`config.mk`:
```
export PLATFORM = sky130hd
export DESIGN_NAME = gmr_regs
export DESIGN_NICKNAME = d
export VERILOG_FILES = /design/src/logic/gmr_pkg.sv /design/src/logic/gmr_div.sv /design/src/logic/gmr_regs.sv
export SDC_FILE = /design/constraint.sdc
export NUM_CORES = 1
export LEC_CHECK = 0
export BUFFER_PORTS_ARGS = -buffer_cell sky130_fd_sc_hd__clkbuf_2
export CAP_MARGIN = 0
export CORE_ASPECT_RATIO = 1.5
export CORE_MARGIN = 4
export CORE_UTILIZATION = 27
export DETAILED_ROUTE_END_ITERATION = 8
export PLACE_DENSITY = 0.46
export SKIP_CTS_REPAIR_TIMING = 1
export SLEW_MARGIN = 20
export SYNTH_ARGS = -nofsm -noshare
export SYNTH_HDL_FRONTEND = slang
export SYNTH_SLANG_ARGS = --single-unit
```
`constraint.sdc`:
```
create_clock -name CLK_I -period 7.8 [get_ports CLK_I]
set_input_delay 0.78 -clock CLK_I [delete_from_list [all_inputs] [get_ports CLK_I]]
set_output_delay 0.78 -clock CLK_I [all_outputs]
set_load 0.02 [all_outputs]
```
`src/logic/gmr_pkg.sv`:
```
// Package of register map, field positions and timing constants for the gauge register slice.
package gmr_pkg;
  // Register byte addresses on the serial register port.
  localparam logic [6:0] ADDR_CTRL       = 7'h00;
  localparam logic [6:0] ADDR_MODE       = 7'h01;
  localparam logic [6:0] ADDR_AT_RATE_LO = 7'h02;
  localparam logic [6:0] ADDR_AT_RATE_HI = 7'h03;
  localparam logic [6:0] ADDR_TTE_LO     = 7'h04;
  localparam logic [6:0] ADDR_TTE_HI     = 7'h05;
  localparam logic [6:0] ADDR_TEMP_LO    = 7'h06;
  localparam logic [6:0] ADDR_TEMP_HI    = 7'h07;
  localparam logic [6:0] ADDR_VOLT_LO    = 7'h08;
  localparam logic [6:0] ADDR_VOLT_HI    = 7'h09;

  // Mode register field positions, and the GPIO direction bit of the pack configuration.
  localparam int BIT_GPIO_DIR   = 7;
  localparam int BIT_GPIO_LEVEL = 6;
  localparam int BIT_LOAD_CAP   = 5;
  localparam int BIT_CHG_DONE   = 4;
  localparam int BIT_PART_RST   = 3;
  localparam int BIT_POWER_ON   = 2;
  localparam int BIT_FULL_RST   = 1;
  localparam int BIT_SHIP       = 0;
  localparam int BIT_PACK_GPIO  = 7;

  // Command bits of the mode register, as a mask.
  localparam logic [7:0] CMD_MASK = 8'h3b;

  // Control register key that launches a command.
  localparam logic [7:0] CTRL_KEY = 8'ha9;

  // Reset values.
  localparam logic [7:0]  CTRL_RESET   = 8'h00;
  localparam logic [15:0] WORD_RESET   = 16'h0000;
  localparam logic [15:0] TTE_NO_RATE  = 16'hffff;

  // Report scaling: minutes per hour and voltage ceiling in millivolts.
  localparam logic [5:0]  MIN_PER_HOUR = 6'h3c;
  localparam logic [15:0] VOLT_MAX_MV  = 16'h1388;

  // Refresh period of the temperature and voltage reports.
  localparam longint REFRESH_S      = 2;
  localparam longint CLK_HZ         = 50_000_000;
  localparam longint REFRESH_CYCLES = REFRESH_S * CLK_HZ;
endpackage

```
`src/logic/gmr_div.sv`:
```
// Sequential restoring divider with saturated quotient, used for time-to-empty.
`timescale 1ns/1ns
module gmr_div
  import gmr_pkg::*;
#(
  parameter int NUM_W = 22,
  parameter int DEN_W = 16,
  parameter int Q_W   = 16
) (
  input  wire logic             clk_i,
  input  wire logic             rst_i,
  input  wire logic             ce_i,
  input  wire logic             start_i,
  input  wire logic [NUM_W-1:0] num_i,
  input  wire logic [DEN_W-1:0] den_i,
  output logic                  busy_o,
  output logic                  done_o,
  output logic [Q_W-1:0]        quot_o
);
  localparam int CNT_W = $clog2(NUM_W + 1);

  initial begin
    if (NUM_W <= Q_W || DEN_W < 2) begin
      $error("gmr_div: numerator must be wider than quotient");
    end
  end

  logic [DEN_W-1:0] rem;
  logic [NUM_W-1:0] q;
  logic [CNT_W-1:0] cnt;
  logic             zero_den;
  logic [DEN_W:0]   shifted;
  logic [DEN_W:0]   diff;

  // One quotient bit per cycle; the remainder stays below any nonzero divisor.
  assign shifted = {rem, q[NUM_W-1]};
  assign diff    = shifted - {1'b0, den_i};

  always_ff @(posedge clk_i or posedge rst_i) begin
    if (rst_i) begin
      rem      <= '0;
      q        <= '0;
      cnt      <= '0;
      busy_o   <= 1'b0;
      done_o   <= 1'b0;
      zero_den <= 1'b0;
    end else if (ce_i) begin
      done_o <= busy_o && (cnt == CNT_W'(1));
      if (start_i && !busy_o) begin
        rem      <= '0;
        q        <= num_i;
        cnt      <= CNT_W'(NUM_W);
        busy_o   <= 1'b1;
        zero_den <= (den_i == '0);
      end else if (busy_o) begin
        if (!diff[DEN_W]) begin
          rem <= diff[DEN_W-1:0];
          q   <= {q[NUM_W-2:0], 1'b1};
        end else begin
          rem <= shifted[DEN_W-1:0];
          q   <= {q[NUM_W-2:0], 1'b0};
        end
        cnt    <= cnt - CNT_W'(1);
        busy_o <= (cnt != CNT_W'(1));
      end
    end
  end

  // A zero rate or a quotient that overflows reads as all ones.
  always_comb begin
    if (zero_den || (q[NUM_W-1:Q_W] != '0)) begin
      quot_o = '1;
    end else begin
      quot_o = q[Q_W-1:0];
    end
  end
endmodule // gmr_div

```
`src/logic/gmr_regs.sv`:
```
// Gauge mode, control, at-rate and report registers behind the serial register port.
`timescale 1ns/1ns

// Summary of operation
// RULE1 - Direction bit one makes pin input
// RULE2 - Direction loads from pack configuration bit seven
// RULE3 - Output level one releases, zero pulls low
// RULE4 - Power-on reset forces level bit high
// RULE5 - Input mode reads return sampled pin level
// RULE6 - Load command copies at-rate into nominal capacity
// RULE7 - Charge-complete copies nominal into full capacity
// RULE8 - Partial reset keeps capacities and invalid flag
// RULE9 - Full reset reinitializes every RAM register; here it reloads only at-rate and GPIO direction, level and power-on flag keep
// RULE10 - Ship command enters ship low-power mode
// RULE11 - Every reset clears all command bits
// RULE12 - Power-on reset sets the power-on flag
// RULE13 - Full charge or host clears power-on flag
// RULE14 - Key write runs highest set command only
// RULE15 - Completion clears command bits and control
// RULE16 - Host writes mode, then writes key
// RULE17 - At-rate value is always a discharge
// RULE18 - Time-to-empty is sixty times capacity over rate
// RULE19 - At-rate capacity compensated using at-rate current
// RULE20 - Temperature reported quarter kelvin, every two seconds
// RULE21 - Voltage in millivolts, two seconds, capped 5000
// RULE22 - Writes to read-only reports are ignored
// RULE23 - Control writes other than key are ignored
module gmr_regs
  import gmr_pkg::*;
#(
  parameter longint REFRESH_CYCLES = gmr_pkg::REFRESH_CYCLES,
  parameter int     CAP_W          = 16
) (
  input  wire logic             CLK_I,
  input  wire logic             RST_I,
  input  wire logic             CE_I,
  input  wire logic [6:0]       REG_ADDR_I,
  input  wire logic [7:0]       REG_WDATA_I,
  input  wire logic             REG_WR_I,
  input  wire logic             REG_RD_I,
  output logic      [7:0]       REG_RDATA_O,
  input  wire logic             GPIO_I,
  output logic                  GPIO_O,
  output logic                  GPIO_OE_O,
  input  wire logic [7:0]       PACK_CONFIG_I,
  input  wire logic             FULL_CHARGE_I,
  input  wire logic [CAP_W-1:0] NOMINAL_CAP_I,
  input  wire logic [CAP_W-1:0] AT_RATE_CAP_I,
  input  wire logic [15:0]      DIE_TEMP_I,
  input  wire logic [15:0]      CELL_MV_I,
  output logic                  NOMINAL_CAP_LOAD_O,
  output logic                  FULL_CAP_LOAD_O,
  output logic      [CAP_W-1:0] CAP_DATA_O,
  output logic                  PARTIAL_RESET_O,
  output logic                  FULL_RESET_O,
  output logic                  SHIP_O,
  output logic      [15:0]      AT_RATE_O
);
  localparam int TICK_W = $clog2(REFRESH_CYCLES);
  localparam int NUM_W  = CAP_W + 6;

  initial begin
    if (REFRESH_CYCLES < 2 || CAP_W != 16) begin
      $error("gmr_regs: refresh count below two or capacity width not 16");
    end
  end

  typedef enum logic {GMR_IDLE, GMR_EXEC} gmr_state_t;

  // Picks the highest set command bit; the result is one-hot or zero.
  function automatic logic [7:0] gmr_pick(input logic [7:0] cmds);
    logic [7:0] pick;
    pick = 8'h00;
    for (int i = 0; i < 8; i++) begin
      if (cmds[i] && CMD_MASK[i]) begin
        pick = 8'h01 << i;
      end
    end
    return pick;
  endfunction

  gmr_state_t        state;
  logic [7:0]        ctrl;
  logic              gpio_dir_input;
  logic              gpio_level;
  logic [7:0]        cmd_bits;
  logic              power_on_flag;
  logic [15:0]       time_empty;
  logic [15:0]       temp_report;
  logic [15:0]       volt_report;
  logic              init_pending;
  logic              gpio_meta;
  logic              gpio_sync;
  logic [TICK_W-1:0] tick_cnt;
  logic              tick;
  logic              calc_req;
  logic              div_busy;
  logic              div_done;
  logic [15:0]       div_quot;
  logic [7:0]        pick;
  logic              wr_mode;
  logic              wr_ctrl;
  logic              wr_rate_lo;
  logic              wr_rate_hi;
  logic [7:0]        next_rdata;

  assign wr_mode    = REG_WR_I && (REG_ADDR_I == ADDR_MODE);
  assign wr_ctrl    = REG_WR_I && (REG_ADDR_I == ADDR_CTRL);
  assign wr_rate_lo = REG_WR_I && (REG_ADDR_I == ADDR_AT_RATE_LO);
  assign wr_rate_hi = REG_WR_I && (REG_ADDR_I == ADDR_AT_RATE_HI);
  assign pick       = gmr_pick(cmd_bits);

  // The pin is asynchronous to the gauge clock, so it passes two flops first.
  always_ff @(posedge CLK_I or posedge RST_I) begin
    if (RST_I) begin
      gpio_meta <= 1'b1;
      gpio_sync <= 1'b1;
    end else if (CE_I) begin
      gpio_meta <= GPIO_I;
      gpio_sync <= gpio_meta;
    end
  end

  // Open-drain driver: only ever pulls low, and only as an output at level zero.
  assign GPIO_O    = 1'b0;
  assign GPIO_OE_O = !gpio_dir_input && !gpio_level; // RULE1 RULE3

  // Command launcher: a key write arms one execution cycle.
  always_ff @(posedge CLK_I or posedge RST_I) begin
    if (RST_I) begin
      state <= GMR_IDLE;
      ctrl  <= CTRL_RESET;
    end else if (CE_I) begin
      case (state)
        GMR_IDLE: begin
          if (wr_ctrl && (REG_WDATA_I == CTRL_KEY)) begin // RULE14 RULE16 RULE23
            ctrl  <= CTRL_KEY;
            state <= GMR_EXEC;
          end
        end
        GMR_EXEC: begin
          ctrl  <= CTRL_RESET; // RULE15
          state <= GMR_IDLE;
        end
        default: begin
          ctrl  <= CTRL_RESET;
          state <= GMR_IDLE;
        end
      endcase
    end
  end

  // Command pulses to the capacity engine and power manager, one cycle each.
  always_ff @(posedge CLK_I or posedge RST_I) begin
    if (RST_I) begin
      NOMINAL_CAP_LOAD_O <= 1'b0;
      FULL_CAP_LOAD_O    <= 1'b0;
      PARTIAL_RESET_O    <= 1'b0;
      FULL_RESET_O       <= 1'b0;
      SHIP_O             <= 1'b0;
      CAP_DATA_O         <= '0;
    end else if (CE_I) begin
      NOMINAL_CAP_LOAD_O <= 1'b0;
      FULL_CAP_LOAD_O    <= 1'b0;
      PARTIAL_RESET_O    <= 1'b0;
      FULL_RESET_O       <= 1'b0;
      SHIP_O             <= 1'b0;
      if (state == GMR_EXEC) begin
        if (pick[BIT_LOAD_CAP]) begin
          NOMINAL_CAP_LOAD_O <= 1'b1; // RULE6
          CAP_DATA_O         <= AT_RATE_O;
        end
        if (pick[BIT_CHG_DONE]) begin
          FULL_CAP_LOAD_O <= 1'b1; // RULE7
          CAP_DATA_O      <= NOMINAL_CAP_I;
        end
        PARTIAL_RESET_O <= pick[BIT_PART_RST]; // RULE8
        FULL_RESET_O    <= pick[BIT_FULL_RST]; // RULE9
        SHIP_O          <= pick[BIT_SHIP]; // RULE10
      end
    end
  end

  // Mode register. The pack configuration is caught one edge after any reset,
  // because an asynchronous reset may only load constants.
  always_ff @(posedge CLK_I or posedge RST_I) begin
    if (RST_I) begin
      gpio_dir_input <= 1'b1;
      gpio_level     <= 1'b1; // RULE4
      cmd_bits       <= 8'h00; // RULE11
      power_on_flag  <= 1'b1; // RULE12
      init_pending   <= 1'b1;
    end else if (CE_I) begin
      init_pending <= 1'b0;
      if (init_pending) begin
        gpio_dir_input <= PACK_CONFIG_I[BIT_PACK_GPIO]; // RULE2
      end else if (wr_mode) begin
        gpio_dir_input <= REG_WDATA_I[BIT_GPIO_DIR];
      end
      if (wr_mode) begin
        gpio_level <= REG_WDATA_I[BIT_GPIO_LEVEL];
        cmd_bits   <= REG_WDATA_I & CMD_MASK;
      end
      // The host may write the flag either way; it steers nothing here.
      if (FULL_CHARGE_I) begin
        power_on_flag <= 1'b0; // RULE13
      end else if (wr_mode) begin
        power_on_flag <= REG_WDATA_I[BIT_POWER_ON]; // RULE13
      end
      if (state == GMR_EXEC) begin
        cmd_bits <= 8'h00; // RULE15 RULE11
        // Either reset command reloads the at-rate value and the GPIO direction as at start-up.
        if (pick[BIT_FULL_RST] || pick[BIT_PART_RST]) begin
          init_pending <= 1'b1; // RULE8 RULE9
        end
      end
    end
  end

  // At-rate register; the value is a magnitude of discharge, never signed.
  // A byte written as the reload lands is kept, so the host may start right after reset.
  always_ff @(posedge CLK_I or posedge RST_I) begin
    if (RST_I) begin
      AT_RATE_O <= WORD_RESET;
    end else if (CE_I) begin
      if (init_pending) begin
        AT_RATE_O <= WORD_RESET; // RULE9
      end
      if (wr_rate_lo) begin
        AT_RATE_O[7:0] <= REG_WDATA_I; // RULE17
      end else if (wr_rate_hi) begin
        AT_RATE_O[15:8] <= REG_WDATA_I; // RULE17
      end
    end
  end

  // Refresh time base for the periodic reports.
  always_ff @(posedge CLK_I or posedge RST_I) begin
    if (RST_I) begin
      tick_cnt <= '0;
      tick     <= 1'b0;
    end else if (CE_I) begin
      tick <= (tick_cnt == TICK_W'(REFRESH_CYCLES - 1));
      if (tick_cnt == TICK_W'(REFRESH_CYCLES - 1)) begin
        tick_cnt <= '0;
      end else begin
        tick_cnt <= tick_cnt + TICK_W'(1);
      end
    end
  end

  // Temperature and voltage snapshots; voltage is clipped at the ceiling.
  always_ff @(posedge CLK_I or posedge RST_I) begin
    if (RST_I) begin
      temp_report <= WORD_RESET;
      volt_report <= WORD_RESET;
    end else if (CE_I && tick) begin
      temp_report <= DIE_TEMP_I; // RULE20
      if (CELL_MV_I > VOLT_MAX_MV) begin
        volt_report <= VOLT_MAX_MV; // RULE21
      end else begin
        volt_report <= CELL_MV_I; // RULE21
      end
    end
  end

  // Recompute time-to-empty on each refresh and after the high rate byte lands.
  // A request during a running division waits rather than being dropped.
  always_ff @(posedge CLK_I or posedge RST_I) begin
    if (RST_I) begin
      calc_req   <= 1'b0;
      time_empty <= TTE_NO_RATE;
    end else if (CE_I) begin
      if (tick || wr_rate_hi) begin
        calc_req <= 1'b1;
      end else if (!div_busy) begin
        calc_req <= 1'b0;
      end
      if (div_done) begin
        time_empty <= div_quot; // RULE18
      end
    end
  end

  // The compensated at-rate capacity comes from the capacity engine, which
  // uses AT_RATE_O in place of the average current.
  gmr_div #(
    .NUM_W (NUM_W),
    .DEN_W (16),
    .Q_W   (16)
  ) u_div (
    .clk_i   (CLK_I),
    .rst_i   (RST_I),
    .ce_i    (CE_I),
    .start_i (calc_req && !div_busy),
    .num_i   (NUM_W'(AT_RATE_CAP_I) * NUM_W'(MIN_PER_HOUR)), // RULE18 RULE19
    .den_i   (AT_RATE_O),
    .busy_o  (div_busy),
    .done_o  (div_done),
    .quot_o  (div_quot)
  );

  // Read mux. In input mode the level bit shows the synchronised pin.
  // Report registers have no write path at all.
  always_comb begin
    next_rdata = 8'h00; // RULE22
    case (REG_ADDR_I)
      ADDR_CTRL:       next_rdata = ctrl;
      ADDR_MODE: begin
        next_rdata                 = cmd_bits;
        next_rdata[BIT_GPIO_DIR]   = gpio_dir_input;
        next_rdata[BIT_GPIO_LEVEL] = gpio_dir_input ? gpio_sync : gpio_level; // RULE5
        next_rdata[BIT_POWER_ON]   = power_on_flag;
      end
      ADDR_AT_RATE_LO: next_rdata = AT_RATE_O[7:0];
      ADDR_AT_RATE_HI: next_rdata = AT_RATE_O[15:8];
      ADDR_TTE_LO:     next_rdata = time_empty[7:0];
      ADDR_TTE_HI:     next_rdata = time_empty[15:8];
      ADDR_TEMP_LO:    next_rdata = temp_report[7:0];
      ADDR_TEMP_HI:    next_rdata = temp_report[15:8];
      ADDR_VOLT_LO:    next_rdata = volt_report[7:0];
      ADDR_VOLT_HI:    next_rdata = volt_report[15:8];
      default:         next_rdata = 8'h00;
    endcase
  end

  // Read data is registered and held until the next read.
  always_ff @(posedge CLK_I or posedge RST_I) begin
    if (RST_I) begin
      REG_RDATA_O <= 8'h00;
    end else if (CE_I && REG_RD_I) begin
      REG_RDATA_O <= next_rdata;
    end
  end
endmodule // gmr_regs

```
=== Yosys cells after proc, flatten, opt, wreduce, memory -nomap -nowiden ===
Index checks and enable logic that the tools add are counted.

* Flip-flop bits (word level): 189
* Bits of input ports: 94
* Output and inout bits: 47
* Logic and storage cells: 135

* Add/sub/neg operators: 3
* Multiply operators: 1
* $lt $le $gt $ge: 1
* Equality and inequality tests: 15
* Multiplexer cells: 47
* Bitwise gates (word level): 1
* Reduce and logical (&&, ||, !) cells: 37

{| class="wikitable"
|+ Operator list
! cell !! number
|-
| $mux 16 || 8
|-
| $pmux 8 s10 || 1
|-
| $mux 22 || 2
|-
| $mux 8 || 4
|-
| $eq 7x3->1 const B || 4
|-
| $add 27x1->27 const B || 1
|-
| $eq 27x27->1 const B || 1
|-
| $mux 27 || 1
|-
| $mux 1 || 21
|-
| $mul 16x4->20 const B || 1
|-
| $reduce_and 2->1 || 10
|-
| $mux 6 || 3
|-
| $sub 17x16->17 || 1
|-
| $gt 16x13->1 const B || 1
|-
| $logic_not 16->1 || 1
|-
| $pmux 8 s2 || 1
|-
| $mux 5 || 3
|-
| $eq 7x2->1 const B || 2
|-
| $eq 7x4->1 const B || 2
|-
| $reduce_bool 2->1 || 6
|-
| $logic_and 1x1->1 || 11
|-
| $eq 8x8->1 const B || 1
|-
| $eq 7x1->1 const B || 1
|-
| $logic_not 7->1 || 1
|-
| other kinds (12) || 17
|}

=== Longest topological paths before layout ===
* Word-level depth: 8
* Depth in mapped cells: 12
* Mapped depth without buffers: 12

=== Cells and area by module ===
A second synthesis with hierarchy kept.

* Cells, all modules: 1,175
* Area, all modules: 11,167.0 um2

{| class="wikitable"
|+ By module, submodules not included
! module !! instances !! cells an instance !! area each (um2) !! sequential area each (um2)
|-
| gmr_regs || 1 || 821 || 8,023.9 || 3,405.8
|-
| gmr_div || 1 || 354 || 3,143.0 || 1,151.1
|}

=== Least setup slack after synthesis ===
No wires, ideal clock.

* Kind: input port to flip-flop
* From: input port AT_RATE_CAP_I[4]
* To: register u_div.q[21]
* Library setup time: 83 ps
* Data arrival time: 3,554 ps
* Required time: 7,717 ps
* Setup slack: 4,163 ps
* Stages: 12
* Buffers on the path: 0
* Path through: inv_1 > fa_1 > fa_1 > inv_1 > ha_1 > a21o_1 > a21oi_1 > a21oi_1 > o21ai_0 > o31ai_1 > mux2_2 > o21ai_0

* Longest elaborated chain between the ends: 2

{| class="wikitable"
|+ RTL lines
! what !! RTL line !! source
|-
| start: declaration || gmr_regs.sv:48 || <nowiki>input wire logic [CAP_W-1:0] AT_RATE_CAP_I,</nowiki>
|-
| $mul 16x4->20 || gmr_regs.sv:296 || <nowiki>.num_i (NUM_W'(AT_RATE_CAP_I) * NUM_W'(MIN_PER_HOUR)),</nowiki>
|-
| $mux 22 || gmr_div.sv:49 || <nowiki>if (start_i && !busy_o) begin</nowiki>
|-
| end signal: assignment || gmr_div.sv:51 || <nowiki>q <= num_i;</nowiki>
|-
| end signal: assignment || gmr_div.sv:58 || <nowiki>q <= {q[NUM_W-2:0], 1'b1};</nowiki>
|-
| end signal: assignment || gmr_div.sv:61 || <nowiki>q <= {q[NUM_W-2:0], 1'b0};</nowiki>
|-
| end: declaration || gmr_div.sv:29 || <nowiki>logic [NUM_W-1:0] q;</nowiki>
|}

Every way passes these cells.
A chain may end at the register's enable or synchronous reset.

=== Worst setup path after layout ===
Same ends and word-level chain as after synthesis.

==> metrics <==
total track usage between 10% and 20%; Root Buffer clkbuf_16; placer's final routability congestion estimate just over 0.8; full die area between 40000 and 50000 µm²; Initial Util roughly 27%; CP endpoint kind flip-flop; highest-delay cell along the critical path fa_1; Synth Area in XOR/XNOR roughly 4%; maxcap violations 0; Post-synth EDFFs 0; Final Max Tran Viols 0; core area 39500 µm²; leading area contributor after synthesis dfrtp_1; Post-Synth Simple-Gate Area ~16%; Cell variety after synth 64; Adder-Cell Fraction of Synth Area about a tenth; outcome completed; number of core rows between 80 and 90; min cycle time layout approximately 3.7 ns; CTS tree yes; layout cells sized above 1 between 10% and 20%; Fin Clk Skew ~0.0086 ns; LEAKAGE a little under 6 nW; Yosys reg bits about 180; Worst Path Required approximately 8.2 ns; max incr delay on CP ~0.51 ns; # clock sinks between 150 and 200; dpl hpwl approximately 24000 µm; Max IR drop VDD ~0.17 mV; CP Max Fanout 5; Tcrit/Tclk final between 40 and 50%; grt total ovfl 0; Area Overhead vs Synth 15.5%; initial antenna violation count 2; mux contribution to synthesized area under 10%; Setup CP Type in2reg; vias in the first global route between 9000 and 10000; CTS Buf Count 17; Hold WC Path Type in2async; worst-margin pin slew around 1 ns; crit path cell chain clkbuf_2 -> inv_1 -> fa_1 -> fa_1 -> inv_1 -> ha_1 -> a21o_1 -> a21oi_1 -> a21oi_1 -> o21ai_0 -> o31ai_1 -> mux2_2 -> o21ai_0; setup TNS 0 ns; Hold Vio Cnt, Final 0; fillers 4153; Critical Path Start Type input port; Mapped Avg Cell Area roughly 9.3 µm²; Mapped Area between 10000 and 15000 µm²; die width between 150 and 200 µm; ys flop type dfrtp_1; final setup violating endpoints 0; CP arrival about 4.0 ns; RSZ-0062 raised after global routing no; Ys Warns 0; R2R Setup Slk between 4 and 5 ns; Synth Area in Compound Gates slightly below 20%; largest family of logic cells by synthesized area compound AO/OA/AOI/OAI gates; first-pass GRT wire length approximately 51000 µm; I/O pin cnt roughly 140; drt initial violations between 400 and 500; later-pin clock latency in the skew report around 0.45 ns; drt total wl 32200 µm; Avg WL per Cell about 18 µm; Routed Antenna Nets 0; Max Clock Freq 0.273 GHz; Diodes inserted 0; sequential cell area fraction in the yosys report 42.0%; Net count, final 1441; Syn Inst Count approximately 1200; Power Dens Cells 271 nW/µm²; CTS max path bufs 2; I/O Buffers roughly 130; Mapped Nets around 1300; total power draw 3.40 mW; Area contributors post-synth dfrtp_1, nand2_1, fa_1; area fraction of the dominant cell type after synthesis 36.6%; vias per cell roughly 5; via count 8926; clock slew at reported path FFs roughly 0.070 ns; fraction of registers with async set/reset 100%; H-tree depth 4; largest net degree at the start of global routing between 100 and 150; Worst slew margin 33.2%; TritonRoute pass-1 iters 5; Fin Hold WS 0.474 ns; # DRC 0; chip height ~250 µm
## cell usage in the layout (no fill, tap or decap), types with 20 or more instances in the layout
master	instances
dfstp_2	22
inv_1	85
fa_1	30
o21ai_0	86
nor2_1	75
o22a_1	20
dfrtp_1	159
nand2_1	168
nand3_1	27
clkbuf_2	132
a22o_1	22
ha_1	42
a21oi_1	66
xnor2_1	33
mux2i_1	23
## flip-flops by register name, summed over array words and instances, names as in the netlist, 5 cells and up
| signal | flops |
|---|---|
| tick_cnt | 27 |
| u_div.q | 22 |
| AT_RATE_O | 16 |
| CAP_DATA_O | 16 |
| temp_report | 16 |
| time_empty | 16 |
| u_div.rem | 16 |
| volt_report | 16 |
| REG_RDATA_O | 8 |
| cmd_bits | 5 |
| u_div.cnt | 5 |
## cell usage after synthesis (8+ instances only)
cell type / count
a21o_1: 18
a21oi_1: 66
a221oi_1: 11
a22o_1: 22
a22oi_1: 15
a31oi_1: 9
and2_1: 8
and3_1: 13
clkbuf_1: 38
dfrtp_1: 159
dfstp_2: 22
fa_1: 30
ha_1: 42
inv_1: 86
mux2i_1: 23
nand2_1: 168
nand2b_1: 10
nand3_1: 27
nand4_1: 14
nor2_1: 75
nor2b_1: 8
nor3_1: 12
nor4_1: 11
o21ai_0: 87
o22a_1: 20
o22ai_1: 18
o311ai_0: 8
xnor2_1: 33
xor2_1: 14
## worst max-delay path: cells and delay by family
family                     cells  cell delay (ns)
adders and majority gates      3             1.34
AOI/OAI and AO/OA              6             1.30
buffers and inverters          3             0.31
muxes                          1             0.29
## power by group
part	switching, mW	internal (mW)
combinational	0.797	0.569
clock	0.397	0.445
sequential	0.122	1.07
total	1.32	2.08
## routing by layer
layer	global-route usage, %	wire, µm	part of all wire (%)	vias to the layer above
met2	26.2	16300	51	201
met1	18.6	13800	43	4340
met5	0	27	0.084	-
met3	3.07	1400	4.3	33
met4	4.83	679	2.1	4
li1	-	-	-	4348
## logic make-up after synthesis
logic type	count (synthesis)
buf+inv	145
mux	28
flops	181
xor+xnor	48
compound gates	326
simple gates	370
other cells	1
fa+ha+maj	72
## final timing paths
kind,start,endpoint,cells after the start
worst min register to register,tick_cnt[6],tick_cnt[6],1
worst max-delay path,AT_RATE_CAP_I[4],u_div.q[21],13
min in group CLK_I,tick_cnt[6],tick_cnt[6],1
max in group asynchronous,RST_I,tick_cnt[4],3
worst max register to register,AT_RATE_O[12],u_div.rem[2],9
worst min-delay path,RST_I,temp_report[0],2
## metrics by stage
step	std cells	utilization (%)	setup slack (ns)	cell area, µm²
3_5_place_dp	1756	30.3	3.59	12000
6_report	1788	31.7	4.13	12500
5_1_grt	1788	31.7	3.81	12500
4_1_cts	1788	31.7	4.09	12500
3_3_place_gp	1756	30.3	3.62	12000
2_1_floorplan	1171	-	2.14	10900
## cell type report
| type | count | area (µm²) | share of cell area (%) |
|---|---|---|---|
| Tap cell | 500 | 626 | 4.99 |
| Sequential cell | 181 | 4560 | 36.3 |
| Inverter | 88 | 338 | 2.69 |
| Timing Repair Buffer | 142 | 736 | 5.86 |
| Clock inverter | 13 | 125 | 0.997 |
| Multi-Input combinational cell | 845 | 5740 | 45.7 |
| Clock buffer | 19 | 433 | 3.45 |
(Power assumes the default switching activity.)
